===== src/smcb_pkg.sv =====
`default_nettype none
package smcb_pkg;
  localparam int unsigned NPORT          = 3;
  localparam int unsigned CNT_W          = 16;
  localparam int unsigned BLK_W          = 9;
  // Register byte offsets.
  localparam logic [7:0] OFS_MIRROR      = 8'h00;
  localparam logic [7:0] OFS_IKIND       = 8'h04;
  localparam logic [7:0] OFS_EKIND       = 8'h08;
  localparam logic [7:0] OFS_ICFG        = 8'h0C;
  localparam logic [7:0] OFS_RCFG        = 8'h10;
  localparam logic [7:0] OFS_DROP        = 8'h14;
  localparam logic [7:0] OFS_PAUSE       = 8'h18;
  localparam logic [7:0] OFS_RESUME      = 8'h1C;
  localparam logic [7:0] OFS_MLIM        = 8'h20;
  localparam logic [7:0] OFS_LCNT0       = 8'h24;
  localparam logic [7:0] OFS_FCNT0       = 8'h30;
  localparam logic [7:0] OFS_BSTAT       = 8'h3C;
  // Mirror configuration field positions.
  localparam int unsigned MIR_SNF_LSB    = 3;
  localparam int unsigned MIR_RX_EN      = 5;
  localparam int unsigned MIR_TX_EN      = 6;
  localparam int unsigned MIR_FILT_EN    = 7;
  localparam logic [1:0] SNF_NONE        = 2'h3;
  localparam logic [1:0] KIND_CPU        = 2'h3;
  localparam logic [1:0] DST_BCAST       = 2'h3;
  // Buffer store: 32 kB in 128 byte blocks.
  localparam int unsigned STORE_BYTES    = 32768;
  localparam int unsigned BLOCK_BYTES    = 128;
  localparam logic [BLK_W-1:0] NBLOCKS   = BLK_W'(STORE_BYTES / BLOCK_BYTES);
  localparam logic [4:0] MAX_PKT_BLKS    = 5'h10;
  localparam logic [10:0] MAX_TAGGED_LEN = 11'h5F2;
  // Thresholds used while at most one port is holding buffers.
  localparam logic [7:0] FIX_DROP        = 8'h40;
  localparam logic [7:0] FIX_PAUSE       = 8'h30;
  localparam logic [7:0] FIX_RESUME      = 8'h20;
  // Reset values.
  localparam logic [7:0] RST_MIRROR      = {3'h0, SNF_NONE, 3'h0};
  localparam logic [15:0] RST_DROP       = 16'h1828;
  localparam logic [15:0] RST_PAUSE      = 16'h101C;
  localparam logic [15:0] RST_RESUME     = 16'h0810;
  localparam logic [BLK_W-1:0] RST_MLIM  = 9'h040;

  typedef struct packed {
    logic        valid;
    logic [1:0]  src;
    logic [2:0]  dest;
    logic        filtered;
    logic        bcast_drop;
    logic        rate_drop;
    logic        learn_fail;
    logic [10:0] len;
    logic        cpu_tag;
    logic [2:0]  tag_pri;
    logic [11:0] tag_vid;
    logic [2:0]  lookup_dest;
    logic        lookup_ovr;
    logic [2:0]  class_pri;
    logic [2:0]  vlan_member;
    logic        cpu_state_ok;
  } smcb_fwd_req_s;

  typedef struct packed {
    logic       valid;
    logic [2:0] dest;
    logic [2:0] pri;
    logic       ovr;
    logic       learn;
    logic       strip;
    logic       drop;
  } smcb_fwd_rsp_s;

  typedef struct packed {
    logic       valid;
    logic [1:0] dst;
    logic [1:0] src;
    logic [2:0] class_pri;
    logic       igmp;
    logic       found;
    logic       stat;
    logic       ovr;
    logic       pri_en;
    logic [2:0] epri;
    logic       has_vlan;
    logic       from_cpu;
  } smcb_eg_req_s;

  typedef struct packed {
    logic        valid;
    logic        insert;
    logic [15:0] tag;
    logic        keep_vlan;
    logic        strip;
  } smcb_eg_rsp_s;

  typedef struct packed {
    logic       valid;
    logic [1:0] port;
    logic [4:0] blocks;
    logic       multi;
  } smcb_buf_req_s;
endpackage : smcb_pkg
`default_nettype wire


===== src/smcb_switch.sv =====
// Implementation choices: register access over APB and the register addresses.
`default_nettype none
module smcb_switch (
  // Clock and reset
  input  wire logic                    pclk,
  input  wire logic                    presetn,
  // APB slave
  input  wire logic                    psel,
  input  wire logic                    penable,
  input  wire logic                    pwrite,
  input  wire logic [7:0]              paddr,
  input  wire logic [31:0]             pwdata,
  output logic                         pready,
  output logic [31:0]                  prdata,
  output logic                         pslverr,
  // Forwarding decision
  input  wire smcb_pkg::smcb_fwd_req_s fwd_req_i,
  output smcb_pkg::smcb_fwd_rsp_s      fwd_rsp_o,
  // Egress tag insertion
  input  wire smcb_pkg::smcb_eg_req_s  eg_req_i,
  output smcb_pkg::smcb_eg_rsp_s       eg_rsp_o,
  // Buffer allocation and release
  input  wire smcb_pkg::smcb_buf_req_s alloc_i,
  input  wire smcb_pkg::smcb_buf_req_s free_i,
  output logic                         alloc_ok_o,
  output logic                         alloc_drop_o,
  output logic [2:0]                   pause_o,
  output logic [2:0]                   drop_lim_o
);
  import smcb_pkg::*;

  typedef struct packed {
    logic [7:0]                   mirror;
    logic [5:0]                   ikind;
    logic [5:0]                   ekind;
    logic [5:0]                   icfg;
    logic [2:0]                   rcfg;
    logic [15:0]                  drop;
    logic [15:0]                  pause;
    logic [15:0]                  resume;
    logic [BLK_W-1:0]             mlim;
    logic [NPORT-1:0][CNT_W-1:0]  lcnt;
    logic [NPORT-1:0][CNT_W-1:0]  fcnt;
    logic [NPORT-1:0][BLK_W-1:0]  usage;
    logic [BLK_W-1:0]             free;
    logic [BLK_W-1:0]             multi;
    logic [2:0]                   pause_st;
    logic [2:0]                   drop_st;
    logic                         mdrop;
    logic                         pready;
    logic [31:0]                  prdata;
    logic                         pslverr;
    smcb_fwd_rsp_s                fwd;
    smcb_eg_rsp_s                 eg;
    logic                         aok;
    logic                         adrop;
  } smcb_state_s;

  smcb_state_s st_q;
  smcb_state_s st_d;

  logic [2:0]  base;
  logic [2:0]  snf;
  logic [2:0]  mir;
  logic [2:0]  srcm;
  logic        tagged_in;
  logic        filt;
  logic        oversize;
  logic        drop_pkt;
  logic [11:0] vid;
  logic [1:0]  act;
  logic [7:0]  thr_drop;
  logic [7:0]  thr_pause;
  logic [7:0]  thr_resume;
  logic [2:0]  rsel;
  logic        a_ok;

  always_comb begin
    st_d       = st_q;
    base       = 3'h0;
    snf        = 3'h0;
    mir        = 3'h0;
    srcm       = 3'h0;
    tagged_in  = 1'b0;
    filt       = 1'b0;
    oversize   = 1'b0;
    drop_pkt   = 1'b0;
    vid        = fwd_req_i.tag_vid;
    act        = 2'h0;
    thr_drop   = FIX_DROP;
    thr_pause  = FIX_PAUSE;
    thr_resume = FIX_RESUME;
    rsel       = 3'h0;
    a_ok       = 1'b0;

    // APB: one wait state, so every access completes on its second access-phase edge.
    st_d.pready  = 1'b0;
    st_d.pslverr = 1'b0;
    if (psel && penable && !st_q.pready) begin
      st_d.pready  = 1'b1;
      st_d.prdata  = 32'h0000_0000;
      case (paddr)
        OFS_MIRROR: st_d.prdata = {24'h0, st_q.mirror};
        OFS_IKIND:  st_d.prdata = {26'h0, st_q.ikind};
        OFS_EKIND:  st_d.prdata = {26'h0, st_q.ekind};
        OFS_ICFG:   st_d.prdata = {26'h0, st_q.icfg};
        OFS_RCFG:   st_d.prdata = {29'h0, st_q.rcfg};
        OFS_DROP:   st_d.prdata = {16'h0, st_q.drop};
        OFS_PAUSE:  st_d.prdata = {16'h0, st_q.pause};
        OFS_RESUME: st_d.prdata = {16'h0, st_q.resume};
        OFS_MLIM:   st_d.prdata = {23'h0, st_q.mlim};
        OFS_BSTAT:  st_d.prdata = {7'h0, st_q.multi, 7'h0, st_q.free};
        default: begin
          rsel = 3'h0;
          for (int p = 0; p < NPORT; p++) begin
            if (paddr == OFS_LCNT0 + 8'(4 * p)) begin
              st_d.prdata = {16'h0, st_q.lcnt[p]};
              rsel        = 3'h1;
            end
            if (paddr == OFS_FCNT0 + 8'(4 * p)) begin
              st_d.prdata = {16'h0, st_q.fcnt[p]};
              rsel        = 3'h1;
            end
          end
          // Counters are read only; writes to them and unmapped reads or writes error.
          st_d.pslverr = pwrite || (rsel == 3'h0);
        end
      endcase
      if (pwrite) begin
        case (paddr)
          OFS_MIRROR: st_d.mirror = pwdata[7:0];
          OFS_IKIND:  st_d.ikind  = pwdata[5:0];
          OFS_EKIND:  st_d.ekind  = pwdata[5:0];
          OFS_ICFG:   st_d.icfg   = pwdata[5:0];
          OFS_RCFG:   st_d.rcfg   = pwdata[2:0];
          OFS_DROP:   st_d.drop   = pwdata[15:0];
          OFS_PAUSE:  st_d.pause  = pwdata[15:0];
          OFS_RESUME: st_d.resume = pwdata[15:0];
          OFS_MLIM:   st_d.mlim   = pwdata[BLK_W-1:0];
          OFS_BSTAT:  st_d.pslverr = 1'b1;
          default:    st_d.pslverr = 1'b1;
        endcase
      end
    end

    // Forwarding decision, registered one cycle after the request.
    srcm      = 3'(3'h1 << fwd_req_i.src);
    tagged_in = fwd_req_i.cpu_tag && (st_q.ikind[2*fwd_req_i.src +: 2] == KIND_CPU);
    filt      = fwd_req_i.filtered || fwd_req_i.bcast_drop ||
                (tagged_in && st_q.icfg[3 + fwd_req_i.src] && vid == 12'h000);
    oversize  = tagged_in && !st_q.rcfg[fwd_req_i.src] &&
                (fwd_req_i.len > MAX_TAGGED_LEN);
    drop_pkt  = filt || oversize || fwd_req_i.rate_drop;
    st_d.fwd       = '0;
    st_d.fwd.valid = fwd_req_i.valid;
    st_d.fwd.pri   = fwd_req_i.class_pri;
    st_d.fwd.learn = !fwd_req_i.learn_fail && st_q.icfg[fwd_req_i.src];
    base           = fwd_req_i.dest;
    if (tagged_in) begin
      st_d.fwd.strip = 1'b1;
      if (!vid[3]) begin
        base          = (vid[1:0] == DST_BCAST) ? 3'h7 : 3'(3'h1 << vid[1:0]);
        st_d.fwd.ovr   = vid[4];
        st_d.fwd.learn = 1'b0;
      end else begin
        base           = fwd_req_i.lookup_dest;
        st_d.fwd.ovr   = fwd_req_i.lookup_ovr;
        st_d.fwd.learn = st_q.icfg[fwd_req_i.src] && fwd_req_i.cpu_state_ok;
      end
      st_d.fwd.pri = vid[5] ? fwd_req_i.class_pri : fwd_req_i.tag_pri;
      if (vid[6]) begin
        base = base & fwd_req_i.vlan_member;
      end
    end
    if (drop_pkt) begin
      base           = 3'h0;
      st_d.fwd.learn = 1'b0;
    end
    st_d.fwd.drop = drop_pkt;
    if (st_q.mirror[MIR_SNF_LSB +: 2] != SNF_NONE) begin
      snf = 3'(3'h1 << st_q.mirror[MIR_SNF_LSB +: 2]);
    end
    if (st_q.mirror[MIR_RX_EN] && (st_q.mirror[2:0] & srcm) != 3'h0 &&
        !oversize && !fwd_req_i.rate_drop &&
        (!filt || st_q.mirror[MIR_FILT_EN])) begin
      mir = snf;
    end
    if (st_q.mirror[MIR_TX_EN] && (st_q.mirror[2:0] & base) != 3'h0) begin
      mir = mir | snf;
    end
    st_d.fwd.dest = (base | mir) & ~srcm;

    // Per-port counters; they wrap and are never cleared by software.
    if (fwd_req_i.valid) begin
      if (fwd_req_i.learn_fail) begin
        st_d.lcnt[fwd_req_i.src] = st_q.lcnt[fwd_req_i.src] + CNT_W'(1);
      end
      if (filt && !fwd_req_i.rate_drop) begin
        st_d.fcnt[fwd_req_i.src] = st_q.fcnt[fwd_req_i.src] + CNT_W'(1);
      end
    end

    // Egress tag insertion toward the CPU port.
    st_d.eg           = '0;
    st_d.eg.valid     = eg_req_i.valid;
    st_d.eg.keep_vlan = eg_req_i.has_vlan;
    if (st_q.ekind[2*eg_req_i.dst +: 2] == KIND_CPU) begin
      st_d.eg.insert       = 1'b1;
      st_d.eg.tag[15:13]   = eg_req_i.class_pri;
      st_d.eg.tag[1:0]     = eg_req_i.src;
      st_d.eg.tag[3]       = eg_req_i.igmp;
      if (eg_req_i.found && eg_req_i.stat) begin
        st_d.eg.tag[9:4] = {eg_req_i.epri, eg_req_i.pri_en, 1'b1, eg_req_i.ovr};
      end
    end else begin
      st_d.eg.strip = eg_req_i.from_cpu;
    end

    // Thresholds follow the number of ports currently holding buffers.
    for (int p = 0; p < NPORT; p++) begin
      act = act + 2'(st_q.usage[p] != '0);
    end
    if (act == 2'h2) begin
      thr_drop   = st_q.drop[7:0];
      thr_pause  = st_q.pause[7:0];
      thr_resume = st_q.resume[7:0];
    end else if (act == 2'h3) begin
      thr_drop   = st_q.drop[15:8];
      thr_pause  = st_q.pause[15:8];
      thr_resume = st_q.resume[15:8];
    end
    for (int p = 0; p < NPORT; p++) begin
      if (st_q.usage[p] >= BLK_W'(thr_pause)) begin
        st_d.pause_st[p] = 1'b1;
      end else if (st_q.usage[p] <= BLK_W'(thr_resume)) begin
        st_d.pause_st[p] = 1'b0;
      end
      st_d.drop_st[p] = st_q.usage[p] >= BLK_W'(thr_drop);
    end
    st_d.mdrop = st_q.multi >= st_q.mlim;

    // Block allocation; a release in the same cycle is applied as well.
    a_ok = alloc_i.valid && alloc_i.blocks != 5'h00 && alloc_i.blocks <= MAX_PKT_BLKS &&
           BLK_W'(alloc_i.blocks) <= st_q.free && !st_q.drop_st[alloc_i.port] &&
           !(alloc_i.multi && st_q.mdrop);
    st_d.aok   = a_ok;
    st_d.adrop = alloc_i.valid && !a_ok;
    if (a_ok) begin
      st_d.free               = st_d.free - BLK_W'(alloc_i.blocks);
      st_d.usage[alloc_i.port] = st_d.usage[alloc_i.port] + BLK_W'(alloc_i.blocks);
      if (alloc_i.multi) begin
        st_d.multi = st_d.multi + BLK_W'(alloc_i.blocks);
      end
    end
    if (free_i.valid) begin
      st_d.free               = st_d.free + BLK_W'(free_i.blocks);
      st_d.usage[free_i.port] = st_d.usage[free_i.port] - BLK_W'(free_i.blocks);
      if (free_i.multi) begin
        st_d.multi = st_d.multi - BLK_W'(free_i.blocks);
      end
    end
  end

  always_ff @(posedge pclk or negedge presetn) begin
    if (!presetn) begin
      st_q        <= '0;
      st_q.mirror <= RST_MIRROR;
      st_q.drop   <= RST_DROP;
      st_q.pause  <= RST_PAUSE;
      st_q.resume <= RST_RESUME;
      st_q.mlim   <= RST_MLIM;
      st_q.free   <= NBLOCKS;
    end else begin
      st_q <= st_d;
    end
  end

  assign pready       = st_q.pready;
  assign prdata       = st_q.prdata;
  assign pslverr      = st_q.pslverr;
  assign fwd_rsp_o    = st_q.fwd;
  assign eg_rsp_o     = st_q.eg;
  assign alloc_ok_o   = st_q.aok;
  assign alloc_drop_o = st_q.adrop;
  assign pause_o      = st_q.pause_st;
  assign drop_lim_o   = st_q.drop_st;
endmodule : smcb_switch
`default_nettype wire


===== config.mk =====
export PLATFORM = sky130hd
export DESIGN_NAME = smcb_switch
export DESIGN_NICKNAME = d
export VERILOG_FILES = /design/src/smcb_pkg.sv /design/src/smcb_switch.sv
export SDC_FILE = /design/constraint.sdc
export NUM_CORES = 1
export LEC_CHECK = 0
export BUFFER_PORTS_ARGS = -buffer_cell sky130_fd_sc_hd__buf_2
export CAP_MARGIN = 20
export CELL_PAD_IN_SITES_DETAIL_PLACEMENT = 0
export CELL_PAD_IN_SITES_GLOBAL_PLACEMENT = 2
export CORE_MARGIN = 4
export CORE_UTILIZATION = 40
export CTS_CLUSTER_DIAMETER = 60
export CTS_CLUSTER_SIZE = 10
export DETAILED_ROUTE_END_ITERATION = 10
export GPL_TIMING_DRIVEN = 0
export PLACE_DENSITY_LB_ADDON = 0.25
export SYNTH_ARGS = -nofsm -noshare
export SYNTH_HDL_FRONTEND = slang
export SYNTH_SLANG_ARGS = --single-unit

===== constraint.sdc =====
create_clock -name pclk -period 6.6 [get_ports pclk]
set_clock_uncertainty 0.05 [all_clocks]
set_input_delay 0 -clock pclk [delete_from_list [all_inputs] [get_ports pclk]]
set_output_delay 0 -clock pclk [all_outputs]
set_load 0.02 [all_outputs]

After elaboration in Yosys (flattened, before gate mapping)
Cells that the tools add are included.
W data, S select, Z words.

word-level totals
  memories kept = 0
  latch bits = 0
  input bits = 129
  register bits after elaboration = 297
  bits in writable memories = 0
  ROM bits = 0

cells by class
  shift operators = 5
  bitwise operators = 7
  divide/modulo/power cells = 0
  reductions and logical operators = 66
  $add $sub $neg = 11
  eq/ne operators = 21
  mux-type cells = 79
  multiply operators = 0
  magnitude comparators = 21

operators with widths
  operator                 count
  $pmux W32 S10            1
  $mux W32                 5
  $bwmux W48               2
  $mux W45                 2
  $bmux W16 S2             2
  $eq A8 B6 Y1 const B     8
  $mux W16                 4
  $bwmux W27               2
  $ge A9 B8 Y1             6
  $mux W9                  6
  $mux W3                  17
  $mux W8                  6
  $bmux W9 S2              2
  $demux W9 S2             2
  $mux W34                 1
  $add A16 B1 Y16 const B  2
  $demux W16 S2            1
  $eq A8 B5 Y1 const B     4
  $add A9 B5 Y9            3
  $le A9 B8 Y1             3
  $reduce_and A3 Y1        9
  $reduce_bool A9 Y1       3
  $sub A9 B5 Y9            3
  $logic_and A1 B1 Y1      26
  38 further kinds         90

Depth between registers and ports, before layout
  word-level depth = 15
  mapped depth = 22
  mapped depth without buffers = 21

Worst setup path before layout
Ideal clock, no wire load.

  kind = reg-to-reg
  from = register st_q[86] (netlist bit)
  to = register st_q[109] (netlist bit)
  period minus slack after synthesis = 4.114 ns
  setup slack = 2.486 ns
  path buffers = 1
  cell stages (with the launch flop) = 21
  required time = 6.419 ns
  data arrival time = 3.932 ns
  cell sequence = dfrtp_1 -> ha_1 -> and3_1 -> a221o_1 -> a211o_1 -> nand2_4 -> inv_2 -> nand3_1 -> buf_4 -> mux2_2 -> a21oi_1 -> o22ai_1 -> ha_1 -> nor2b_1 -> o21ai_0 -> nand2b_1 -> a21oi_1 -> o2111ai_1 -> nor2_1 -> xor2_1 -> o21ai_1

RTL lines
  what                    line                text
  from (decl)             smcb_switch.sv:59   smcb_state_s st_q;
  from (signal assigned)  smcb_switch.sv:274  st_q <= st_d;

==> results.cfg <==
[route]
dr.first_iter.drc_count = 1372
drc = 0
post_drt_via_cell_ratio = 5.60
dr_vias = 15500
first_pass_iters = 5
avgRoutedWirePerCell_um = 22.5
antenna_left = 0
totalWireLength_um = 62000

[floorplan]
initial_core_util_pct = 40.5
dieWidth_um = 223
floorplan.rows = 78
floorplan.die_area_um2 = 49500
core_area_um2 = 45500
floorplan.die.height_um = 223
num_io_pins = 202

[yosys]
yosysTopAreaCellShare_pct = 37.5
ys_dominant_reg_cell = dfrtp_1
synth_top_area_cell = dfrtp_1
yosys_register_bits = 290
avgSynthCellArea_um2 = 10.1
yosys.cell_types.count = 78
synthesis.area_um2 = 18400
synth.yosys.warnings = 0
yosysSeqAreaShare_pct = 39.5
synth-edff-count = 0
synth_cells = 1822
netlist_top_cells_area = dfrtp_1, mux2_2, ha_1
async_reset_ff_share_pct = 100

[power]
p_per_area_nw_per_um2 = 293
power.total_w = 0.00651
power.static_leakage_nw = 10.6
irDropWorstVdd_v = 0.000210

[clocking]
clk_path_buf_depth = 3
cts-buffers-inserted = 39
post_cts_resized = 0
number_of_post_cts_setup_repair_buffers = 0
clkSinkCount = 290
cts_root_buffer = clkbuf_16
clk_pin_slew_worst_paths_ns = 0.06
ctsHtreeMaxLevel = 2
clock_latency_ns = 0.57
cts_tree = done

[min_path]
worstHoldPathType = input pin to register

[placed_design]
routabilityCongestion = 0.904
detailed_place_hpwl_um = 46300
port_buffers = 171
post-place-ws_ns = 1.66

[timing]
final_setup_violations = 0
timing.final.ws_setup_ns = 1.63
layout_worst_path_cycle_share_pct = 75.3
relative_slew_slack_pct = 29.7
unrepaired_setup_endpoints_after_global_routing = no
final_hold_viol_count = 0
worst_slew_pin_tran_ns = 1.05
period_needed_ns = 4.97
fmax_mhz = 201
max_slew_violation_count = 0
final.setup.tns_ns = 0

[layout]
final_util_pct = 48.9
drive_above_1_share_pct = 24.1
final.fill_count = 4336
layout-area-overhead-vs-synth_pct = 20.8
layout_commonest_cell = dfrtp_1
multi_input_area_um2 = 10200
final-seq-area_um2 = 7270
most_frequent_cells_in_the_layout = dfrtp_1, nand2_1, buf_2
count_of_nets_after_finishing = 2388

[global_routing]
first_pass_grt_wire_length_um = 95500
grt_max_degree = 112
first_global_vias = 15500
antenna_found_initial = 1
grt_remaining_overflow = 0
grt.total_usage_pct = 24.6

[setup_path]
slowest_delay_ns = 0.50
path_delay_family = compound AO/OA/AOI/OAI gates
setup.worst_path.class = register to register
critPathMaxFanout = 10
critPathBufInv = 2
data_arrival_at_the_endpoint_of_the_critical_path_ns = 5.33
timing.critical_path.cells = ha_1 > and3_1 > a221o_1 > a211o_1 > nand2_4 > inv_2 > nand3_1 > buf_4 > mux2_2 > a21oi_1 > o22ai_1 > ha_1 > nor2b_1 > o21ai_0 > nand2b_1 > a21oi_1 > o2111ai_1 > nor2_1 > xor2_1 > o21ai_1
worst_setup_path_end_kind = register
timing.critical_path.slowest_stage_cell = a211o_1
required_time_at_the_worst_slack_endpoint_ns = 6.96
worstSetupStartpointType = register

[flow_run]
max_cap_viol_count = 0

[status]
run_status = finished clean
## state kept, by name (all words and copies together) (netlist names)
name,flops
st_q,228
prdata,25
eg_rsp_o,16
fwd_rsp_o,11
drop_lim_o,3
pause_o,3
alloc_drop_o,1
alloc_ok_o,1
pready,1
pslverr,1
## metal layers
metal  vias to the layer above  track usage, %  wire length, um
met2                       575            37.9            27100
met3                        86            4.27             4100
met5                         -               0                0
li1                       7182               -                -
met1                      7631            35.9            29400
met4                         0            6.84             1450
## per-stage QoR
step / instance area (um^2) / hold slack, ns / cells
6_report: 22200 / 0.0345 / 2762
5_1_grt: 22200 / 0.0215 / 2761
4_1_cts: 22200 / 0.00165 / 2760
3_5_place_dp: 20100 / -0.0313 / 2605
3_3_place_gp: 20100 / 0.0603 / 2603
2_1_floorplan: 18500 / -0.346 / 1832
## cell usage after synthesis, drive strengths merged (14+ instances only)
library cell and count:
nor2 85, nand3 35, xnor2 42, mux2 155
mux2i 101, nand2b 23, o21ai 148, clkbuf 53
a21o 47, a22oi 29, xor2 23, a221oi 15
inv 46, ha 119, or2 19, nor2b 30
o21a 17, dfstp 14, a21oi 66, and2 17
buf 90, dfrtp 276, nand2 195, a222oi 29
## final cells by class
type	count	area share, %
Clock buffer	63	5.21
Buffer	143	3.85
Inverter	46	0.776
Tap cell	600	3.37
Antenna cell	1	0.0112
Clock inverter	6	0.343
Sequential cell	290	32.7
Multi-Input combinational cell	1353	45.6
Timing Repair Buffer	260	8.11
## timing repair
item | CTS | global route
hold buffers | 86 | 0
endpoints found under the setup margin | 0 | 0
hold endpoints to repair | 375 | 0
## power by group
part	switching [W]	internal, W
registers	0.000387	0.00199
logic	0.00108	0.000969
clock network	0.000838	0.00124
total	0.00231	0.00420
## logic make-up after synthesis
family,after synthesis,synth area share [%]
other,1,0.0204
AOI/OAI and AO/OA,429,15.5
buffers and inverters,189,5.59
xor gates and xnor gates,65,3.09
and+or+nand+nor,464,12.2
muxes,258,15.2
DFF,290,39.5
adders and majority gates,126,8.85
## worst reg2reg max path: cells and delay by family (launching register included)
kind | cells | cell delay [ns]
xor gates and xnor gates | 1 | 0.17
buffers and inverters | 2 | 0.36
adders and majority gates | 2 | 0.70
AOI/OAI and AO/OA | 8 | 1.77
and+or+nand+nor | 6 | 0.98
DFF | 1 | 0.41
muxes | 1 | 0.38
## path summary, 6_finish.rpt
check | cells past startpoint | slack, ns | startpoint | end
setup / recovery | 20 | 1.63 | st_q[86] | st_q[109]
max in group asynchronous | 4 | 5.31 | presetn | st_q[212]
min in group asynchronous | 3 | 0.36 | presetn | st_q[74]
hold reg to reg | 2 | 0.42 | prdata[17] | prdata[17]
setup reg to reg | 20 | 1.63 | st_q[86] | st_q[109]
hold / removal | 2 | 0.03 | eg_req_i[17] | eg_rsp_o[19]
Note: power is estimated with default switching activity, not from simulation.
